File: src/text_display_map.vh
`ifndef TEXT_DISPLAY_MAP_VH
`define TEXT_DISPLAY_MAP_VH

// ****************************************************************
// Register byte addresses.
// ****************************************************************
`define ADDR_COILS      8'h00
`define ADDR_MODE       8'h04
`define ADDR_KEYS       8'h08
`define ADDR_RETAIN     8'h0C
`define ADDR_STATUS     8'h10
`define ADDR_SCALE_CFG  8'h14
`define ADDR_SCALE_IN   8'h18
`define ADDR_SCALE_OUT  8'h1C
`define ADDR_SETPOINT   8'h20

// ****************************************************************
// Field positions.
// ****************************************************************
`define MODE_RUN_BIT    0
`define MODE_STATUS_BIT 1
`define MODE_POWER_BIT  2
`define KEY_OK_BIT      0
`define KEY_DELETE_BIT  1
`define KEY_ALT_BIT     2
`define KEY_ESC_BIT     3
`define SETPOINT_LINE_BIT 16

// ****************************************************************
// Reset values and sizes.
// ****************************************************************
`define COILS_RESET     16'h0000
`define MODE_RESET      3'h0
`define RETAIN_RESET    8'h00
`define SCALE_CFG_RESET 2'h0
`define SLOT_COUNT      16
`define RETAIN_SLOTS    8
`define TEXT_LINES      4
`define LINE_CHARS      12

// ****************************************************************
// Scaling ranges and timing.
// ****************************************************************
`define SCALE_UNSIGNED  2'h0
`define SCALE_PM999     2'h1
`define SCALE_PM99      2'h2
`define SCALE_MAX_U     32'sd9999
`define SCALE_MAX_S     32'sd999
`define SCALE_MAX_T     32'sd99
`define ROTATE_TIME_S   4
`define CLK_HZ          100000000

`endif

File: src/text_display_sequencer.v
// Our own choices: register access over APB and the register offsets.
`timescale 1ns/1ps
`default_nettype none
`include "text_display_map.vh"

module text_display_sequencer #(
	parameter [31:0] ROTATE_CYCLES = `ROTATE_TIME_S * `CLK_HZ
) (
	// Clock and reset.
	input  wire        clk_sys,
	input  wire        reset,
	// APB slave.
	input  wire [7:0]  paddr,
	input  wire        psel,
	input  wire        penable,
	input  wire        pwrite,
	input  wire [31:0] pwdata,
	output reg  [31:0] prdata,
	output wire        pready,
	output reg         pslverr,
	// Display selection.
	output reg  [4:0]  displaySlot,
	output reg         displayValid,
	output reg         editActive
);

	// ****************************************************************
	// Sequencer states.
	// ****************************************************************
	localparam [2:0] ST_IDLE   = 3'h0;
	localparam [2:0] ST_ALARM  = 3'h1;
	localparam [2:0] ST_ROTATE = 3'h2;
	localparam [2:0] ST_EDIT   = 3'h3;
	localparam [2:0] ST_MENU   = 3'h4;

	reg  [15:0] coils_q;
	reg  [2:0]  mode_q;
	reg  [7:0]  retain_q;
	reg  [1:0]  scaleCfg_q;
	reg  [15:0] scaleIn_q;
	reg  [15:0] scaleOut_q;
	reg  [2:0]  state_q;
	reg  [2:0]  state_d;
	reg  [3:0]  slot_q;
	reg  [3:0]  slot_d;
	reg  [31:0] timer_q;
	reg         run_q;
	reg         power_q;
	reg  [15:0] setpointMem [0:31];
	reg  [31:0] scaled;
	reg  [31:0] product;

	wire        wrEn      = psel & penable & pwrite;
	wire        setupRead = psel & ~penable & ~pwrite;
	wire        runOn     = mode_q[`MODE_RUN_BIT];
	wire        statusOn  = mode_q[`MODE_STATUS_BIT];
	wire        powerOn   = mode_q[`MODE_POWER_BIT];
	wire        keyWr     = wrEn && (paddr == `ADDR_KEYS);
	wire        okKey     = keyWr & pwdata[`KEY_OK_BIT];
	wire        delKey    = keyWr & pwdata[`KEY_DELETE_BIT];
	wire        altKey    = keyWr & pwdata[`KEY_ALT_BIT];
	wire        escKey    = keyWr & pwdata[`KEY_ESC_BIT];
	wire        showOk    = runOn & statusOn & powerOn;
	wire        alarmOn   = coils_q[0] & showOk;
	wire [15:0] rotMask   = {coils_q[15:1], 1'b0};
	wire        anyRot    = |rotMask;
	wire        timerDone = (timer_q >= ROTATE_CYCLES - 32'h00000001);
	wire [15:0] keepMask  = {8'h00, retain_q};

	// ****************************************************************
	// Helper functions.
	// ****************************************************************

	// Next active slot after cur, ascending, wrapping past 15 to slot 1 (never slot 0); cur itself if alone.
	function [3:0] nextSlot;
		input [15:0] mask;
		input [3:0]  cur;
		integer      k;
		reg   [4:0]  idx;
		begin
			nextSlot = cur;
			for (k = 15; k >= 1; k = k - 1) begin
				idx = {1'b0, cur} + k[4:0];
				if (idx > 5'h0F) begin
					idx = idx - 5'h0F;
				end
				if (mask[idx[3:0]]) begin
					nextSlot = idx[3:0];
				end
			end
		end
	endfunction

	// Address decode for the error answer; the read mux decodes paddr in its own case.
	function mapped;
		input [7:0] a;
		begin
			mapped = (a == `ADDR_COILS) || (a == `ADDR_MODE) || (a == `ADDR_KEYS) ||
				(a == `ADDR_RETAIN) || (a == `ADDR_STATUS) || (a == `ADDR_SCALE_CFG) ||
				(a == `ADDR_SCALE_IN) || (a == `ADDR_SCALE_OUT) ||
				(a == `ADDR_SETPOINT);
		end
	endfunction

	// ****************************************************************
	// Bus answer.
	// ****************************************************************

	// Zero wait states: read data is captured during setup, so it is a flop.
	assign pready = 1'b1;

	// Read mux; there is deliberately no parameter-menu register per slot.
	always @(posedge clk_sys) begin
		if (reset) begin
			prdata  <= 32'h00000000;
			pslverr <= 1'b0;
		end else if (psel & ~penable) begin
			pslverr <= ~mapped(paddr);
			prdata  <= 32'h00000000;
			if (setupRead) begin
				case (paddr)
					`ADDR_COILS:     prdata <= {16'h0000, coils_q};
					`ADDR_MODE:      prdata <= {29'h00000000, mode_q};
					`ADDR_RETAIN:    prdata <= {24'h000000, retain_q};
					`ADDR_STATUS:    prdata <= {24'h000000, state_q, displayValid,
						slot_q};
					`ADDR_SCALE_CFG: prdata <= {30'h00000000, scaleCfg_q};
					`ADDR_SCALE_IN:  prdata <= {16'h0000, scaleIn_q};
					`ADDR_SCALE_OUT: prdata <= {16'h0000, scaleOut_q};
					`ADDR_SETPOINT:  prdata <= {setpointMem[{slot_q, 1'b1}],
						setpointMem[{slot_q, 1'b0}]};
					default:         prdata <= 32'h00000000;
				endcase
			end
		end
	end

	// ****************************************************************
	// Coils, mode and retention.
	// ****************************************************************

	// Coils only change while the program runs; stop and power loss clear the
	// contacts that are not retentive, so retentive ones resume on restart.
	always @(posedge clk_sys) begin
		if (reset) begin
			coils_q  <= `COILS_RESET;
			mode_q   <= `MODE_RESET;
			retain_q <= `RETAIN_RESET;
			run_q    <= 1'b0;
			power_q  <= 1'b0;
		end else begin
			run_q   <= runOn;
			power_q <= powerOn;
			if (wrEn && (paddr == `ADDR_MODE)) begin
				mode_q <= pwdata[2:0];
			end
			if (wrEn && (paddr == `ADDR_RETAIN)) begin
				retain_q <= pwdata[`RETAIN_SLOTS-1:0];
			end
			if ((run_q & ~runOn) | (power_q & ~powerOn)) begin
				coils_q <= coils_q & keepMask;
			end else if (wrEn && (paddr == `ADDR_COILS) && runOn && powerOn) begin
				coils_q <= pwdata[`SLOT_COUNT-1:0];
			end
		end
	end

	// ****************************************************************
	// Display sequencer.
	// ****************************************************************

	// Next state; alarm outranks everything except an open menu or an edit.
	always @* begin
		state_d = state_q;
		slot_d  = slot_q;
		case (state_q)
			ST_IDLE: begin
				if (alarmOn) begin
					state_d = ST_ALARM;
				end else if (showOk & anyRot) begin
					state_d = ST_ROTATE;
					slot_d  = nextSlot(rotMask, 4'h0);
				end
			end
			ST_ALARM: begin
				if (~alarmOn) begin
					state_d = ST_IDLE;
				end else if (okKey | (delKey & altKey)) begin
					state_d = ST_MENU;
				end else if (altKey) begin
					state_d = ST_EDIT;
				end
			end
			ST_ROTATE: begin
				if (alarmOn) begin
					state_d = ST_ALARM;
				end else if (~showOk | ~anyRot) begin
					state_d = ST_IDLE;
				end else if (okKey | (delKey & altKey)) begin
					state_d = ST_MENU;
				end else if (altKey) begin
					state_d = ST_EDIT;
				end else if (~rotMask[slot_q] | timerDone) begin
					slot_d = nextSlot(rotMask, slot_q);
				end
			end
			ST_EDIT: begin
				// The text is frozen while a value is entered.
				if (~showOk | escKey) begin
					state_d = ST_IDLE;
				end
			end
			ST_MENU: begin
				if (~showOk | escKey) begin
					state_d = ST_IDLE;
				end
			end
			default: begin
				state_d = ST_IDLE;
			end
		endcase
		if (state_d == ST_ALARM) begin
			slot_d = 4'h0;
		end
	end

	// State, slot and 4 s dwell timer; timer restarts at every slot change.
	always @(posedge clk_sys) begin
		if (reset) begin
			state_q <= ST_IDLE;
			slot_q  <= 4'h0;
			timer_q <= 32'h00000000;
		end else begin
			state_q <= state_d;
			slot_q  <= slot_d;
			if ((state_d != ST_ROTATE) || (slot_d != slot_q) || (state_q != ST_ROTATE)) begin
				timer_q <= 32'h00000000;
			end else begin
				timer_q <= timer_q + 32'h00000001;
			end
		end
	end

	// Registered display outputs, slot numbered 1 to 16.
	always @(posedge clk_sys) begin
		if (reset) begin
			displaySlot  <= 5'h00;
			displayValid <= 1'b0;
			editActive   <= 1'b0;
		end else begin
			displayValid <= (state_d == ST_ALARM) || (state_d == ST_ROTATE) ||
				(state_d == ST_EDIT);
			displaySlot  <= (state_d == ST_IDLE || state_d == ST_MENU) ? 5'h00 :
				({1'b0, slot_d} + 5'h01);
			editActive   <= (state_d == ST_EDIT);
		end
	end

	// ****************************************************************
	// Setpoint fields and analog scaling.
	// ****************************************************************

	// Only the field on line two or three of the shown text may change.
	always @(posedge clk_sys) begin
		if (wrEn && (paddr == `ADDR_SETPOINT) && (state_q == ST_EDIT)) begin
			setpointMem[{slot_q, pwdata[`SETPOINT_LINE_BIT]}] <= pwdata[15:0];
		end
	end

	// Input is signed hundredths of a volt, -1000 to +1000; the multiply
	// and shift trade a little accuracy for a divider-free datapath.
	always @* begin
		product = $signed({{16{scaleIn_q[15]}}, scaleIn_q});
		scaled  = 32'h00000000;
		case (scaleCfg_q)
			`SCALE_UNSIGNED: begin
				scaled = $signed(product * 32'sd10239) >>> 10;
				if ($signed(scaled) < 0) begin
					scaled = 32'h00000000;
				end else if ($signed(scaled) > `SCALE_MAX_U) begin
					scaled = `SCALE_MAX_U;
				end
			end
			`SCALE_PM999: begin
				scaled = $signed(product * 32'sd1023) >>> 10;
				if ($signed(scaled) > `SCALE_MAX_S) begin
					scaled = `SCALE_MAX_S;
				end else if ($signed(scaled) < -`SCALE_MAX_S) begin
					scaled = -`SCALE_MAX_S;
				end
			end
			`SCALE_PM99: begin
				scaled = $signed(product * 32'sd102) >>> 10;
				if ($signed(scaled) > `SCALE_MAX_T) begin
					scaled = `SCALE_MAX_T;
				end else if ($signed(scaled) < -`SCALE_MAX_T) begin
					scaled = -`SCALE_MAX_T;
				end
			end
			default: begin
				scaled = 32'h00000000;
			end
		endcase
	end

	// Scaling registers.
	always @(posedge clk_sys) begin
		if (reset) begin
			scaleCfg_q <= `SCALE_CFG_RESET;
			scaleIn_q  <= 16'h0000;
			scaleOut_q <= 16'h0000;
		end else begin
			if (wrEn && (paddr == `ADDR_SCALE_CFG)) begin
				scaleCfg_q <= pwdata[1:0];
			end
			if (wrEn && (paddr == `ADDR_SCALE_IN)) begin
				scaleIn_q <= pwdata[15:0];
			end
			scaleOut_q <= scaled[15:0];
		end
	end

endmodule

`default_nettype wire

File: config.mk
export PLATFORM = sky130hd
export DESIGN_NAME = text_display_sequencer
export DESIGN_NICKNAME = d
export VERILOG_FILES = /design/src/text_display_sequencer.v
export VERILOG_INCLUDE_DIRS = /design/src /design/src/src
export SDC_FILE = /design/constraint.sdc
export NUM_CORES = 2
export LEC_CHECK = 0
export BUFFER_PORTS_ARGS = -buffer_cell sky130_fd_sc_hd__buf_2
export CAP_MARGIN = 10
export CORE_MARGIN = 2
export CORE_UTILIZATION = 65
export CTS_CLUSTER_SIZE = 16
export DETAILED_ROUTE_END_ITERATION = 7
export GPL_ROUTABILITY_DRIVEN = 0
export PLACE_DENSITY_LB_ADDON = 0.3
export SKIP_LAST_GASP = 1
export SYNTH_ARGS = -nofsm -noshare
export SYNTH_HDL_FRONTEND = slang
export SYNTH_SLANG_ARGS = --single-unit
File: constraint.sdc
create_clock -name clk_sys -period 19.3 [get_ports clk_sys]
set_input_delay 0.965 -clock clk_sys [delete_from_list [all_inputs] [get_ports clk_sys]]
set_output_delay 0.965 -clock clk_sys [all_outputs]
set_load 0.03 [all_outputs]
==> impl_metrics.prom <==
# TYPE chip_impl_metric gauge
chip_impl_metric{name="synth.ff_latch_count",unit=""} 654
chip_impl_metric{name="grt.total_usage",unit="%"} 39.3
chip_impl_metric{name="mappedNetlistNets",unit=""} 4178
chip_impl_metric{name="final.period_utilization",unit="%"} 45.5
chip_impl_metric{name="synth_cell_type_count",unit=""} 118
chip_impl_info{name="tritoncts",value="done"} 1
chip_impl_metric{name="num_rows",unit=""} 94
chip_impl_metric{name="numPortBuffers",unit=""} 69
chip_impl_metric{name="synth.cell_area",unit="um2"} 43600
chip_impl_metric{name="power",unit="mW"} 2.90
chip_impl_metric{name="synth-compound-area-share",unit="%"} 12.2
chip_impl_metric{name="grt.overflow.total",unit=""} 0
chip_impl_metric{name="routed_wl",unit="mm"} 136
chip_impl_info{name="cts_root_buf",value="clkbuf_16"} 1
chip_impl_info{name="synth_top_family_by_area",value="adder cells"} 1
chip_impl_metric{name="post-place-ws",unit="ps"} 10980
chip_impl_metric{name="numCtsBuffers",unit=""} 59
chip_impl_metric{name="synthXorXnorAreaFrac",unit="%"} 3.31
chip_impl_metric{name="synthDominantCellAreaShare",unit="%"} 35.3
chip_impl_metric{name="clock_tree.htree_level_count",unit=""} 2
chip_impl_metric{name="worst_pin_slew",unit="ps"} 1300
chip_impl_metric{name="slew_headroom",unit="%"} 13.4
chip_impl_info{name="synth.area.top_cells",value="edfxtp_1 (35%), fa_1 (11%), mux4_2 (8.6%), dfxtp_1 (6.5%), ha_1 (5.3%)"} 1
chip_impl_metric{name="global_route_wire_length_before_repair",unit="mm"} 204
chip_impl_info{name="status",value="complete, but fails checks"} 1
chip_impl_metric{name="instance_count_after_placement_with_tap_cells_included",unit=""} 4493
chip_impl_metric{name="drv_cap",unit=""} 0
chip_impl_metric{name="fillers",unit=""} 4184
chip_impl_metric{name="tritoncts_num_sinks",unit=""} 654
chip_impl_info{name="synth.largest_area_cell",value="edfxtp_1"} 1
chip_impl_metric{name="mean_cell_area_of_the_mapped_netlist",unit="um2"} 11.8
chip_impl_metric{name="detail-route-antenna-nets",unit=""} 0
chip_impl_metric{name="full_die_area",unit="um2"} 69100
chip_impl_metric{name="setup_viol",unit=""} 0
chip_impl_metric{name="final_period_minus_worst_setup_slack",unit="ps"} 8770
chip_impl_metric{name="layout.cell_area.non_filler",unit="um2"} 46900
chip_impl_metric{name="cts_buffer_depth",unit=""} 3
chip_impl_metric{name="crit_required",unit="ps"} 19780
chip_impl_metric{name="design.core.area",unit="um2"} 66100
chip_impl_metric{name="average_wire_per_standard_cell",unit="um"} 29.4
chip_impl_metric{name="vias_per_cell",unit=""} 7.27
chip_impl_info{name="synth_common_cells",value="edfxtp_1 (512), inv_1 (378), fa_1 (243)"} 1
chip_impl_metric{name="clock_latency",unit="ps"} 680
chip_impl_metric{name="hpwl_reported_at_the_end_of_detailed_placement",unit="mm"} 82.4
chip_impl_info{name="hold_path_class",value="reg2reg"} 1
chip_impl_metric{name="clock_skew",unit="ps"} 73.5
chip_impl_metric{name="synth.area.mux_share",unit="%"} 10.5
chip_impl_metric{name="static-leakage-power",unit="nW"} 17.9
chip_impl_metric{name="ir_drop",unit="V"} 0.000161
chip_impl_metric{name="final_ws_setup",unit="ps"} 10530
chip_impl_metric{name="yosys_warnings",unit=""} 0
chip_impl_metric{name="final_layout_size_suffix_gt1_share",unit="%"} 14.9
chip_impl_metric{name="ios",unit=""} 86
chip_impl_metric{name="worstPathArrival",unit="ps"} 9250
chip_impl_info{name="critPathKind",value="reg2reg"} 1
chip_impl_metric{name="via_count",unit=""} 33600
chip_impl_metric{name="crit_fanout",unit=""} 70
chip_impl_metric{name="synthesis.instances",unit=""} 3704
chip_impl_metric{name="synth_fa_ha_area_share",unit="%"} 16.5
chip_impl_metric{name="post-route-drc-count",unit=""} 74
chip_impl_info{name="synthFlopType",value="edfxtp_1"} 1
chip_impl_metric{name="post_dp_cell_area",unit="um2"} 44600
chip_impl_metric{name="detail_route.iter0.violations",unit=""} 5969
chip_impl_metric{name="drtPass1Iterations",unit=""} 8
chip_impl_metric{name="timing.fmax",unit="MHz"} 114
chip_impl_metric{name="initial_core_util",unit="%"} 65.9
chip_impl_info{name="setup.worst_path.start_class",value="register"} 1
chip_impl_metric{name="post_cts_setup_driven_buffer_insertion_count",unit=""} 0
chip_impl_metric{name="yosysSeqAreaShare",unit="%"} 41.8
chip_impl_info{name="critPathCaptureType",value="register"} 1
chip_impl_metric{name="final_worst_hold_slack",unit="ps"} 501
chip_impl_metric{name="post_cts_resize_count",unit=""} 0
chip_impl_metric{name="grt_max_degree",unit=""} 149
chip_impl_info{name="rsz_0062_raised_after_global_routing",value="false"} 1
chip_impl_metric{name="die_x",unit="um"} 263
chip_impl_info{name="yosysMostFrequentCell",value="edfxtp_1"} 1
chip_impl_metric{name="clkSlewWorstSetupHoldPaths",unit="ps"} 70
chip_impl_metric{name="totalNegativeSetupSlack",unit="ps"} 0
chip_impl_metric{name="finalCoreUtilization",unit="%"} 70.9
chip_impl_metric{name="finalHoldViolCount",unit=""} 0
chip_impl_metric{name="fraction_of_registers_with_async_set_or_reset_after_synthesis",unit="%"} 0
chip_impl_metric{name="cts_hold_buffers",unit=""} 0
chip_impl_metric{name="power.density",unit="nW/um2"} 61.9
chip_impl_metric{name="initial_antenna_violation_count",unit=""} 5
chip_impl_metric{name="finish.cell_count_without_fillers",unit=""} 4615
chip_impl_metric{name="die_height",unit="um"} 263
chip_impl_metric{name="synth_simple_gate_area_share",unit="%"} 10.2
chip_impl_metric{name="synth_to_final_area_change",unit="%"} 7.61
chip_impl_metric{name="timing.final.max_slew_violations",unit=""} 0
chip_impl_metric{name="synth_enable_flop_cells",unit=""} 512
chip_impl_info{name="violations",value="design-rule violations"} 1
chip_impl_metric{name="num-nets-final",unit=""} 4166
chip_impl_metric{name="via_count_of_the_first_global_routing_pass",unit=""} 32600
## path summary, 6_finish.rpt
check | startpoint | slack, ps | end | depth (start not counted)
min reg2reg | timer_q[0] | 500 | timer_q[0] | 1
max reg2reg | scaleIn_q[15] | 10530 | scaleOut_q[2] | 22
min | timer_q[0] | 500 | timer_q[0] | 1
max | scaleIn_q[15] | 10530 | scaleOut_q[2] | 22
## sequential cells by signal (all words and copies together) (netlist names)
register,count
run_q,1
mode_q,3
coils_q,16
power_q,1
timer_q,32
displayValid,1
displaySlot,5
scaleCfg_q,2
state_q,3
pslverr,1
prdata,32
slot_q,4
setpointMem,512
scaleIn_q,16
editActive,1
retain_q,8
scaleOut_q,16
## critical path: stages (launching register included)
cell and delay (ps):
dfxtp_4 620, buf_4 800, fa_1 740, fa_1 550
fa_1 530, fa_1 440, fa_1 550, inv_1 60
fa_1 510, inv_1 50, ha_1 380, a21o_1 210
a21o_1 200, a21o_1 200, a21o_1 170, a22o_1 360
a211oi_1 560, xnor2_1 300, o31ai_1 230, nand3_1 390
and2_1 320, nor2_1 230, a41oi_1 140
## cell families (layout without fill, tap and decap cells)
logic type	Yosys count	after routing
AND/OR/NAND/NOR	867	867
AO/OA/AOI/OAI	761	761
flip-flops	654	654
buffers and inverters	585	624
adder cells (fa/ha/maj)	429	429
multiplexers	249	249
XOR/XNOR	158	158
other	1	9
## layout make-up
type | instances | area (um2) | area share [%]
Sequential cell | 654 | 18200 | 38.9
Multi-Input combinational cell | 2465 | 23100 | 49.2
Clock buffer | 77 | 1660 | 3.53
Clock inverter | 35 | 558 | 1.19
Tap cell | 864 | 1080 | 2.31
Timing Repair Buffer | 125 | 808 | 1.72
Inverter | 387 | 1450 | 3.10
Antenna cell | 8 | 20.0 | 0.0427
## metal layers
metal / track usage, % / share of wire, %
met1: 52.4 / 34
met5: 0.554 / 0.066
met2: 59.5 / 44
met4: 21.1 / 7.1
met3: 10.2 / 14
## power by group
group	switching (mW)	total (mW)	internal [mW]
combinational	0.0360	0.0417	0.00567
clock	0.573	1.35	0.773
sequential	0.000315	1.51	1.51
total	0.609	2.90	2.29
## cell usage in the layout, fill, tap and decap left out, drive strengths merged, types with 45 or more instances in the layout
master	count
a21oi	185
a22oi	51
a31oi	45
buf	125
clkbuf	77
dfxtp	142
edfxtp	512
fa	243
ha	186
inv	383
mux2i	70
mux4	167
nand2	222
nand3	77
nor2	219
nor3	98
o21ai	130
xnor2	103
xor2	55
Note: power is estimated with default switching activity, not from simulation.
